`src/design/lws_pkg.sv`:
```
// Shared constants for the late-write pipelined static memory and its
// controller. Assumes nothing beyond a SystemVerilog compiler.
package lws_pkg;
  // ----------------------------------------------------------------------
  // Organisation
  // ----------------------------------------------------------------------
  localparam int LANE_W = 9;           // Bits per byte lane.
  localparam int DEF_LANES = 4;        // 36-bit organisation.
  localparam int DEF_ADDR_W = 19;      // 512K words.
  localparam int NARROW_LANES = 2;     // 18-bit organisation.
  localparam int NARROW_ADDR_W = 20;   // 1M words.
  localparam int DEF_SIM_DEPTH_W = 10; // Words actually held in the model.
  // ----------------------------------------------------------------------
  // Register map of the controller (APB, word aligned)
  // ----------------------------------------------------------------------
  localparam logic [7:0] REG_CTRL = 8'h00;   // Go, write, sleep.
  localparam logic [7:0] REG_ADDR = 8'h04;
  localparam logic [7:0] REG_WDATA = 8'h08;
  localparam logic [7:0] REG_BYTE_EN = 8'h0c;
  localparam logic [7:0] REG_RDATA = 8'h10;
  localparam logic [7:0] REG_STATUS = 8'h14; // Busy, done.
  localparam int CTRL_GO = 0;
  localparam int CTRL_WRITE = 1;
  localparam int CTRL_SLEEP = 2;
  localparam int ST_BUSY = 0;
  localparam int ST_DONE = 1;
  // ----------------------------------------------------------------------
  // Timing
  // ----------------------------------------------------------------------
  localparam int READ_LATENCY = 2; // Address edge to data edge.
  localparam int WAKE_CYCLES = 2;  // Edges ignored after sleep falls.
endpackage

```
`src/design/lws_if.sv`:
```
// Synchronous pin interface between the memory and its controller.
// Assumes the bench resolves the data wire from the two enables.
`timescale 1ns/10ps
`default_nettype none
interface lws_if
  import lws_pkg::*;
#(parameter int LANES = DEF_LANES, parameter int ADDR_W = DEF_ADDR_W);
  logic clock_pair_t;
  logic clock_pair_c;
  logic [ADDR_W-1:0] addr;
  logic select_n;
  logic write_enable_n;
  logic [LANES-1:0] byte_write_enable_n;
  logic out_enable_n;
  logic sleep_request;
  logic read_protocol_select_low;
  logic read_protocol_select_high;
  logic [LANES*LANE_W-1:0] dq_mem_o;
  logic dq_mem_oe;
  logic [LANES*LANE_W-1:0] dq_ctl_o;
  logic dq_ctl_oe;
  logic [LANES*LANE_W-1:0] dq_in;
  modport mem (input clock_pair_t, clock_pair_c, addr, select_n,
    write_enable_n, byte_write_enable_n, out_enable_n, sleep_request,
    read_protocol_select_low, read_protocol_select_high, dq_in,
    output dq_mem_o, dq_mem_oe);
  modport ctl (output clock_pair_t, clock_pair_c, addr, select_n,
    write_enable_n, byte_write_enable_n, out_enable_n, sleep_request,
    read_protocol_select_low, read_protocol_select_high, dq_ctl_o,
    dq_ctl_oe, input dq_in);
endinterface
`default_nettype wire

```
`src/design/lws_ctl.sv`:
```
// APB-programmed controller that drives the memory's synchronous port.
// Assumes the memory sits on the other side of lws_if.
//
// Our own choices: the register offsets and the APB interface to the registers.
`timescale 1ns/10ps
`default_nettype none
module lws_ctl
  import lws_pkg::*;
#(
  parameter int LANES = DEF_LANES,
  parameter int ADDR_W = DEF_ADDR_W
)(
  input wire logic pclk,           // System clock, 250 MHz.
  input wire logic presetn,        // Asynchronous reset, active low.
  input wire logic psel,           // APB select.
  input wire logic penable,        // APB access phase.
  input wire logic pwrite,         // APB direction.
  input wire logic [7:0] paddr,    // APB byte address.
  input wire logic [31:0] pwdata,  // APB write data.
  output logic [31:0] prdata,      // APB read data.
  output logic pready,             // APB ready, always high.
  output logic pslverr,            // APB error on unmapped address.
  lws_if.ctl pins                  // Memory pin side.
);
  localparam int W = LANES * LANE_W;
  if (W > 36 || LANES < 1)
    $error("lws_ctl: unsupported width");

  typedef enum logic [3:0] {
    S_IDLE = 4'h1, S_CMD = 4'h2, S_WAIT = 4'h4, S_DONE = 4'h8
  } lws_st_t;

  lws_st_t st_ff, nxt_st;
  logic [1:0] cnt_ff, nxt_cnt;
  logic wr_ff, nxt_wr;
  logic sleep_ff, nxt_sleep;
  logic done_ff, nxt_done;
  logic [ADDR_W-1:0] addr_ff, nxt_addr;
  logic [35:0] wdata_ff, nxt_wdata;
  logic [LANES-1:0] be_ff, nxt_be;
  logic [35:0] rdata_ff, nxt_rdata;
  logic [31:0] rd_mux;
  logic hit, go, wr_acc;

  function automatic logic known(input logic [7:0] a);
    known = a == REG_CTRL || a == REG_ADDR || a == REG_WDATA ||
            a == REG_BYTE_EN || a == REG_RDATA || a == REG_STATUS;
  endfunction

  // ----------------------------------------------------------------------
  // APB slave: zero wait states, error on unmapped words
  // ----------------------------------------------------------------------
  assign hit = known(paddr);
  assign wr_acc = psel && penable && pwrite && hit;
  assign go = wr_acc && paddr == REG_CTRL && pwdata[CTRL_GO] &&
              st_ff == S_IDLE;
  assign pready = 1'b1;
  assign pslverr = psel && penable && !hit;

  // Read mux; the upper bits of the wide data word are not visible.
  always_comb
  begin
    rd_mux = 32'h0;
    unique case (paddr)
      REG_CTRL: rd_mux = {29'h0, sleep_ff, wr_ff, 1'b0};
      REG_ADDR: rd_mux = 32'(addr_ff);
      REG_WDATA: rd_mux = wdata_ff[31:0];
      REG_BYTE_EN: rd_mux = 32'(be_ff);
      REG_RDATA: rd_mux = rdata_ff[31:0];
      REG_STATUS: rd_mux = {30'h0, done_ff, st_ff != S_IDLE};
      default: rd_mux = 32'h0;
    endcase
  end
  assign prdata = (psel && !pwrite) ? rd_mux : 32'h0;

  // ----------------------------------------------------------------------
  // Sequencer
  // ----------------------------------------------------------------------
  // One command per go: address edge, then data edge(s).
  always_comb
  begin
    nxt_st = st_ff;
    nxt_cnt = cnt_ff;
    nxt_wr = wr_ff;
    nxt_sleep = sleep_ff;
    nxt_done = done_ff;
    nxt_addr = addr_ff;
    nxt_wdata = wdata_ff;
    nxt_be = be_ff;
    nxt_rdata = rdata_ff;
    if (wr_acc && paddr == REG_ADDR) nxt_addr = pwdata[ADDR_W-1:0];
    if (wr_acc && paddr == REG_WDATA) nxt_wdata = {4'h0, pwdata};
    if (wr_acc && paddr == REG_BYTE_EN) nxt_be = pwdata[LANES-1:0];
    if (wr_acc && paddr == REG_CTRL)
    begin
      nxt_sleep = pwdata[CTRL_SLEEP];
      if (st_ff == S_IDLE) nxt_wr = pwdata[CTRL_WRITE];
    end
    if (go) nxt_done = 1'b0;
    unique case (st_ff)
      S_IDLE: if (go && !pwdata[CTRL_SLEEP]) nxt_st = S_CMD;
      S_CMD:
      begin
        nxt_st = S_WAIT;
        nxt_cnt = 2'(READ_LATENCY);
      end
      S_WAIT:
      begin
        nxt_cnt = cnt_ff - 2'h1;
        // Read data stands for one cycle only, after the second edge, so
        // it is taken at the edge that closes that cycle. [RULE14]
        if (!wr_ff && cnt_ff == 2'h1) nxt_rdata = 36'(pins.dq_in);
        if (cnt_ff == 2'h1 || wr_ff)
          nxt_st = S_DONE;
      end
      S_DONE:
      begin
        nxt_done = 1'b1;
        nxt_st = S_IDLE;
      end
      default: nxt_st = S_IDLE;
    endcase
  end

  always_ff @(posedge pclk or negedge presetn)
  begin
    if (!presetn)
    begin
      st_ff <= S_IDLE;
      cnt_ff <= 2'h0;
      wr_ff <= 1'b0;
      sleep_ff <= 1'b0;
      done_ff <= 1'b0;
      addr_ff <= '0;
      wdata_ff <= 36'h0;
      be_ff <= '0;
      rdata_ff <= 36'h0;
    end
    else
    begin
      st_ff <= nxt_st;
      cnt_ff <= nxt_cnt;
      wr_ff <= nxt_wr;
      sleep_ff <= nxt_sleep;
      done_ff <= nxt_done;
      addr_ff <= nxt_addr;
      wdata_ff <= nxt_wdata;
      be_ff <= nxt_be;
      rdata_ff <= nxt_rdata;
    end
  end

  // ----------------------------------------------------------------------
  // Pin drive
  // ----------------------------------------------------------------------
  // Commands change right after a rising edge, so they are stable around
  // the next one; strap pins never move. [RULE1] [RULE5] [RULE13]
  assign pins.clock_pair_t = pclk;
  assign pins.clock_pair_c = ~pclk;
  assign pins.read_protocol_select_low = 1'b0;
  assign pins.read_protocol_select_high = 1'b1;
  assign pins.sleep_request = sleep_ff;
  assign pins.addr = addr_ff;
  assign pins.select_n = !(st_ff == S_CMD);
  assign pins.write_enable_n = !wr_ff; // [RULE10]
  assign pins.byte_write_enable_n = ~be_ff; // [RULE9]
  assign pins.out_enable_n = wr_ff; // Keep drivers quiet during writes.
  // Data follows the address edge by one edge. [RULE15]
  assign pins.dq_ctl_o = wdata_ff[W-1:0];
  assign pins.dq_ctl_oe = wr_ff && st_ff == S_WAIT;
endmodule
`default_nettype wire

```
`src/flat_wrapper.sv`:
```
// flat-port wrapper written by rule: the top's interface ports become plain ports
module lws_ctl_flat import lws_pkg::*;
#(
  parameter int LANES = DEF_LANES,
  parameter int ADDR_W = DEF_ADDR_W
)
  (pclk, presetn, psel, penable, pwrite, paddr, pwdata, prdata, pready, pslverr, pins_clock_pair_t, pins_clock_pair_c, pins_addr, pins_select_n, pins_write_enable_n, pins_byte_write_enable_n, pins_out_enable_n, pins_sleep_request, pins_read_protocol_select_low, pins_read_protocol_select_high, pins_dq_ctl_o, pins_dq_ctl_oe, pins_dq_in);
  lws_if #(.LANES(LANES), .ADDR_W(ADDR_W)) pins_i ();
  input wire logic pclk;
  input wire logic presetn;
  input wire logic psel;
  input wire logic penable;
  input wire logic pwrite;
  input wire logic [7:0] paddr;
  input wire logic [31:0] pwdata;
  output logic [31:0] prdata;
  output logic pready;
  output logic pslverr;
  output wire logic [$bits(pins_i.clock_pair_t)-1:0] pins_clock_pair_t;
  output wire logic [$bits(pins_i.clock_pair_c)-1:0] pins_clock_pair_c;
  output wire logic [$bits(pins_i.addr)-1:0] pins_addr;
  output wire logic [$bits(pins_i.select_n)-1:0] pins_select_n;
  output wire logic [$bits(pins_i.write_enable_n)-1:0] pins_write_enable_n;
  output wire logic [$bits(pins_i.byte_write_enable_n)-1:0] pins_byte_write_enable_n;
  output wire logic [$bits(pins_i.out_enable_n)-1:0] pins_out_enable_n;
  output wire logic [$bits(pins_i.sleep_request)-1:0] pins_sleep_request;
  output wire logic [$bits(pins_i.read_protocol_select_low)-1:0] pins_read_protocol_select_low;
  output wire logic [$bits(pins_i.read_protocol_select_high)-1:0] pins_read_protocol_select_high;
  output wire logic [$bits(pins_i.dq_ctl_o)-1:0] pins_dq_ctl_o;
  output wire logic [$bits(pins_i.dq_ctl_oe)-1:0] pins_dq_ctl_oe;
  input wire logic [$bits(pins_i.dq_in)-1:0] pins_dq_in;
  assign pins_clock_pair_t = pins_i.clock_pair_t;
  assign pins_clock_pair_c = pins_i.clock_pair_c;
  assign pins_addr = pins_i.addr;
  assign pins_select_n = pins_i.select_n;
  assign pins_write_enable_n = pins_i.write_enable_n;
  assign pins_byte_write_enable_n = pins_i.byte_write_enable_n;
  assign pins_out_enable_n = pins_i.out_enable_n;
  assign pins_sleep_request = pins_i.sleep_request;
  assign pins_read_protocol_select_low = pins_i.read_protocol_select_low;
  assign pins_read_protocol_select_high = pins_i.read_protocol_select_high;
  assign pins_dq_ctl_o = pins_i.dq_ctl_o;
  assign pins_dq_ctl_oe = pins_i.dq_ctl_oe;
  assign pins_i.dq_in = pins_dq_in;
  lws_ctl #(.LANES(LANES), .ADDR_W(ADDR_W)) u_core (.pclk(pclk), .presetn(presetn), .psel(psel), .penable(penable), .pwrite(pwrite), .paddr(paddr), .pwdata(pwdata), .prdata(prdata), .pready(pready), .pslverr(pslverr), .pins(pins_i));
endmodule
```
`config.mk`:
```
export PLATFORM = sky130hd
export DESIGN_NAME = lws_ctl_flat
export DESIGN_NICKNAME = d
export VERILOG_FILES = /design/src/design/lws_pkg.sv /design/src/design/lws_if.sv /design/src/design/lws_ctl.sv /design/src/flat_wrapper.sv
export SDC_FILE = /design/constraint.sdc
export NUM_CORES = 1
export LEC_CHECK = 0
export BUFFER_PORTS_ARGS = -buffer_cell sky130_fd_sc_hd__buf_2
export CORE_ASPECT_RATIO = 1.5
export CORE_MARGIN = 2
export CORE_UTILIZATION = 44
export CTS_CLUSTER_SIZE = 16
export DETAILED_ROUTE_END_ITERATION = 6
export GPL_TIMING_DRIVEN = 0
export PLACE_DENSITY = 0.86
export REMOVE_ABC_BUFFERS = 1
export SYNTH_ARGS = -nofsm -noshare
export SYNTH_HDL_FRONTEND = slang
export SYNTH_SLANG_ARGS = --single-unit
```
`constraint.sdc`:
```
create_clock -name pclk -period 1.8 [get_ports pclk]
set_input_delay 0.18 -clock pclk [delete_from_list [all_inputs] [get_ports pclk]]
set_output_delay 0.18 -clock pclk [all_outputs]
set_load 0.01 [all_outputs]
```
==> results.md <==
- Static Leak: 0.00354 uW
- Area grow syn2layout: 60.5%
- Buf/Inv on CP: 4
- Count of flip-flops with a built-in enable after synthesis: 0
- Kind of critical path: in -> out
- Netlist Area Pre-Place: 4550 um^2
- First-pass GRT wire length: 22900 um
- Fraction of synthesis flops using an asynchronous set or reset pin: 100%
- Critical R2R Launch: u_core.st_ff[2]$_DFFE_PN0P_
- Max Fanout on Critical Path: 6
- Slowest cell on the critical path: sky130_fd_sc_hd__or4_4
- Worst reg2reg path depth: 5
- Yosys warnings: 0
- Portion of synthesized cell area occupied by the leading cell type: 52.2%
- Site row count: 45
- Pre-Repair DR Iteration Count: 7
- Flip-flop cell with the highest count after synthesis: sky130_fd_sc_hd__dfrtp_1
- Aggregate global routing overflow: 0
- CTS tree: built
- Hold path depth: 2
- Fraction of layout cells with a size suffix above 1: 59.6%
- Core Box Area: 10100 um^2
- Endpoints failing hold: 0
- Global Route Usage Sum: 27.3%
- End point of the worst hold path: u_core.pins.out_enable_n$_DFFE_PN0P_
- Achievable frequency: 490 MHz
- Most common cell after layout, fill and taps aside: sky130_fd_sc_hd__buf_2
- DIE AREA: 11200 um^2
- Library cell appearing most often on the critical path: sky130_fd_sc_hd__buf_6
- Worst hold slack across all endpoints: 0.0493 ns
- Number of antenna violations at the first check in global routing: 0
- Status: finished with violations
- Max IR drop VDD: 0.884 mV
- Via count: 4285
- Count of nets left with antenna violations after detail routing: 0
- Filler cell count in the final layout: 627
- Failing checks: setup timing
- Proportion of synthesized chip area in sequential cells: 52.8%
- Post-synthesis sequential element count: 96
- Max incr delay on CP: 0.60 ns
- Critical path data required time: 1.62 ns
- Via density per instance: 5.74
- Number of distinct library cells after synthesis: 39
- Post-detailed-route DRC marker count: 0
- Post-Route Skew: 0.00896 ns
- Worst setup slack before clock tree synthesis: -1.08 ns
- Final cell area excluding filler cells: 7310 um^2
- Pwr Density: 715 nW/um^2
- Nature of the critical path startpoint: input pin
- Kind of cell with the highest combined delay on the critical path: simple AND/OR/NAND/NOR gates
- Starting DRT DRC Count: 264
- Synth top area cells: sky130_fd_sc_hd__dfrtp_1 52%, sky130_fd_sc_hd__mux2_2 22%, sky130_fd_sc_hd__a22oi_1 5.1%
- Effective utilization at floorplan: 45.2%
- Final setup vio count: 33
- Clock network latency to the later pin of the worst-skew pair: 0.45 ns
- Vert. Die Dim: 129 um
- Syn_area_per_cell: 12.4 um^2
- Worst setup EP type: primary output
- Routability Congestion: 0.891
- Chip width: 87.1 um
- Pin slew with the least headroom to its limit: 0.540 ns
- Post-layout minimum cycle time: 2.04 ns
- Arrival time reported for the critical path endpoint: 1.86 ns
- Final Cycle Share: 113%
- Max-capacitance violation count: 0
- R2R Path End: u_core.rdata_ff[10]$_DFFE_PN0P_
- Tightest slew margin relative to the limit: 63.7%
- Fin Setup TNS: -3.89 ns
- Post-route worst setup slack: -0.240 ns
- Commonest cells after routing, fill and taps aside: 152 x sky130_fd_sc_hd__buf_2, 93 x sky130_fd_sc_hd__dfrtp_1, 90 x sky130_fd_sc_hd__mux2_2
- Buffers added on ports: 171
- List of cells traversed by the critical path: buf_6 > buf_6 > or4_4 > buf_4 > nor2_4 > a32oi_1 > a21oi_2 > buf_2
- Register-to-Register Setup Slack: 0.10 ns
- Unrepaired setup endpoints after global routing: true
- Overall Power: 5230 uW
- I/O pins: 183
- Placed cell area: 5590 um^2
- Post-synthesis instance total: 367
- Register clock-pin slew on the reported worst setup and hold paths: 0.06 ns
- Count of final max-slew check failures: 0
- WL per Instance: 21.6 um
- HPWL after detailed placement: 9010 um
- Hold crit path type: in -> reg
- Yosys top cell by area: sky130_fd_sc_hd__dfrtp_1
- Hold Crit Start: pwdata[1]
- Number of nets in the finished design: 706
- Maximum number of pins on one net before global-route repair: 74
- Number of global-route vias before repair: 4365
- Routed wire length: 16100 um
## synth_stat cells (2+ instances only)
library cell,count
sky130_fd_sc_hd__a22oi_1,31
sky130_fd_sc_hd__conb_1,2
sky130_fd_sc_hd__o21ai_0,2
sky130_fd_sc_hd__buf_2,4
sky130_fd_sc_hd__nand2_1,5
sky130_fd_sc_hd__buf_6,3
sky130_fd_sc_hd__nor2_1,41
sky130_fd_sc_hd__nand2b_1,2
sky130_fd_sc_hd__nor4b_1,2
sky130_fd_sc_hd__nor2b_1,3
sky130_fd_sc_hd__or3_1,2
sky130_fd_sc_hd__a22o_1,20
sky130_fd_sc_hd__inv_1,7
sky130_fd_sc_hd__nand3_1,4
sky130_fd_sc_hd__or2_2,2
sky130_fd_sc_hd__mux2_2,90
sky130_fd_sc_hd__nor3b_1,2
sky130_fd_sc_hd__a21o_1,2
sky130_fd_sc_hd__nor3_1,4
sky130_fd_sc_hd__dfrtp_1,95
sky130_fd_sc_hd__buf_4,8
sky130_fd_sc_hd__clkbuf_1,15
sky130_fd_sc_hd__a21oi_1,5
## layer usage
metal | share of wire [%] | up-vias | wire, um | GRT usage [%]
met1 | 36 | 2160 | 5870 | 29.3
met4 | 3.4 | 0 | 545 | 13.9
met5 | 0 | - | 0 | 0
met2 | 55 | 224 | 8880 | 49.2
li1 | - | 1849 | - | -
met3 | 4.9 | 52 | 795 | 6.03
## cell families after synthesis
group	count (synthesis)	synth area share [%]
fa+ha+maj	1	0.275
buf+inv	37	4.31
mux	93	23.2
flops	96	52.8
simple gates	75	8.60
other cells	2	0.165
compound gates	63	10.6
## how the worst max path moves through the flow
stage                                     startpoint                                   to  cells after the start
after detailed placement                    paddr[4]                           prdata[14]                      6
after global routing                        paddr[6]                            prdata[0]                      8
after global placement                      paddr[2]                           prdata[19]                      6
final                                       paddr[6]                            prdata[2]                      8
after CTS                 u_core.done_ff$_DFFE_PN0P_                            prdata[1]                      4
after floorplan                             paddr[5]  u_core.pins.dq_ctl_o[0]$_DFFE_PN0P_                      3
## sequential cells by signal, summed over array words and instances, names as in the netlist
name and count:
u_core.be_ff 4, u_core.cnt_ff 2, u_core.done_ff 1, u_core.pins.addr 19, u_core.pins.dq_ctl_o 32, u_core.pins.out_enable_n 1
u_core.pins.sleep_request 1, u_core.rdata_ff 32, u_core.st_ff 4
## worst reg2reg max path: stages, from the launching register on
cell and delay, ns:
sky130_fd_sc_hd__dfrtp_2 0.39, sky130_fd_sc_hd__buf_4 0.15, sky130_fd_sc_hd__nor2b_1 0.17, sky130_fd_sc_hd__nand4_1 0.30, sky130_fd_sc_hd__buf_8 0.28, sky130_fd_sc_hd__mux2_2 0.31
## where the power goes
group          switching (uW)  internal [uW]
Sequential               38.7           2210
Combinational             223            265
Clock                     882           1600
Total                    1140           4080
## timing repair
| item | CTS | global route |
|---|---|---|
| setup buffers | 15 | 7 |
| hold buffers | 62 | 0 |
| gates cloned | 3 | 1 |
| hold endpoints to repair | 100 | 0 |
| pin swaps | 20 | 20 |
| setup endpoints to repair | 84 | 59 |
| resized for setup | 46 | 60 |
## final cells by class
cell class | instances | area, um^2 | area share, %
sequential | 96 | 2410 | 32.9
multi-input combinational | 240 | 2290 | 31.3
timing repair buffer | 265 | 2030 | 27.7
clock buffer | 16 | 338 | 4.62
tap | 117 | 146 | 2.00
clock inverter | 5 | 80.1 | 1.10
inverter | 6 | 22.5 | 0.308
antenna | 1 | 2.50 | 0.0342
## stage by stage
step           instances  utilization [%]
6_report             746             72.5
5_1_grt              745             72.5
4_1_cts              739             69.4
3_5_place_dp         641             55.5
3_3_place_gp         630             53.6
2_1_floorplan        342                -
Note: power is estimated with default switching activity, not from simulation.
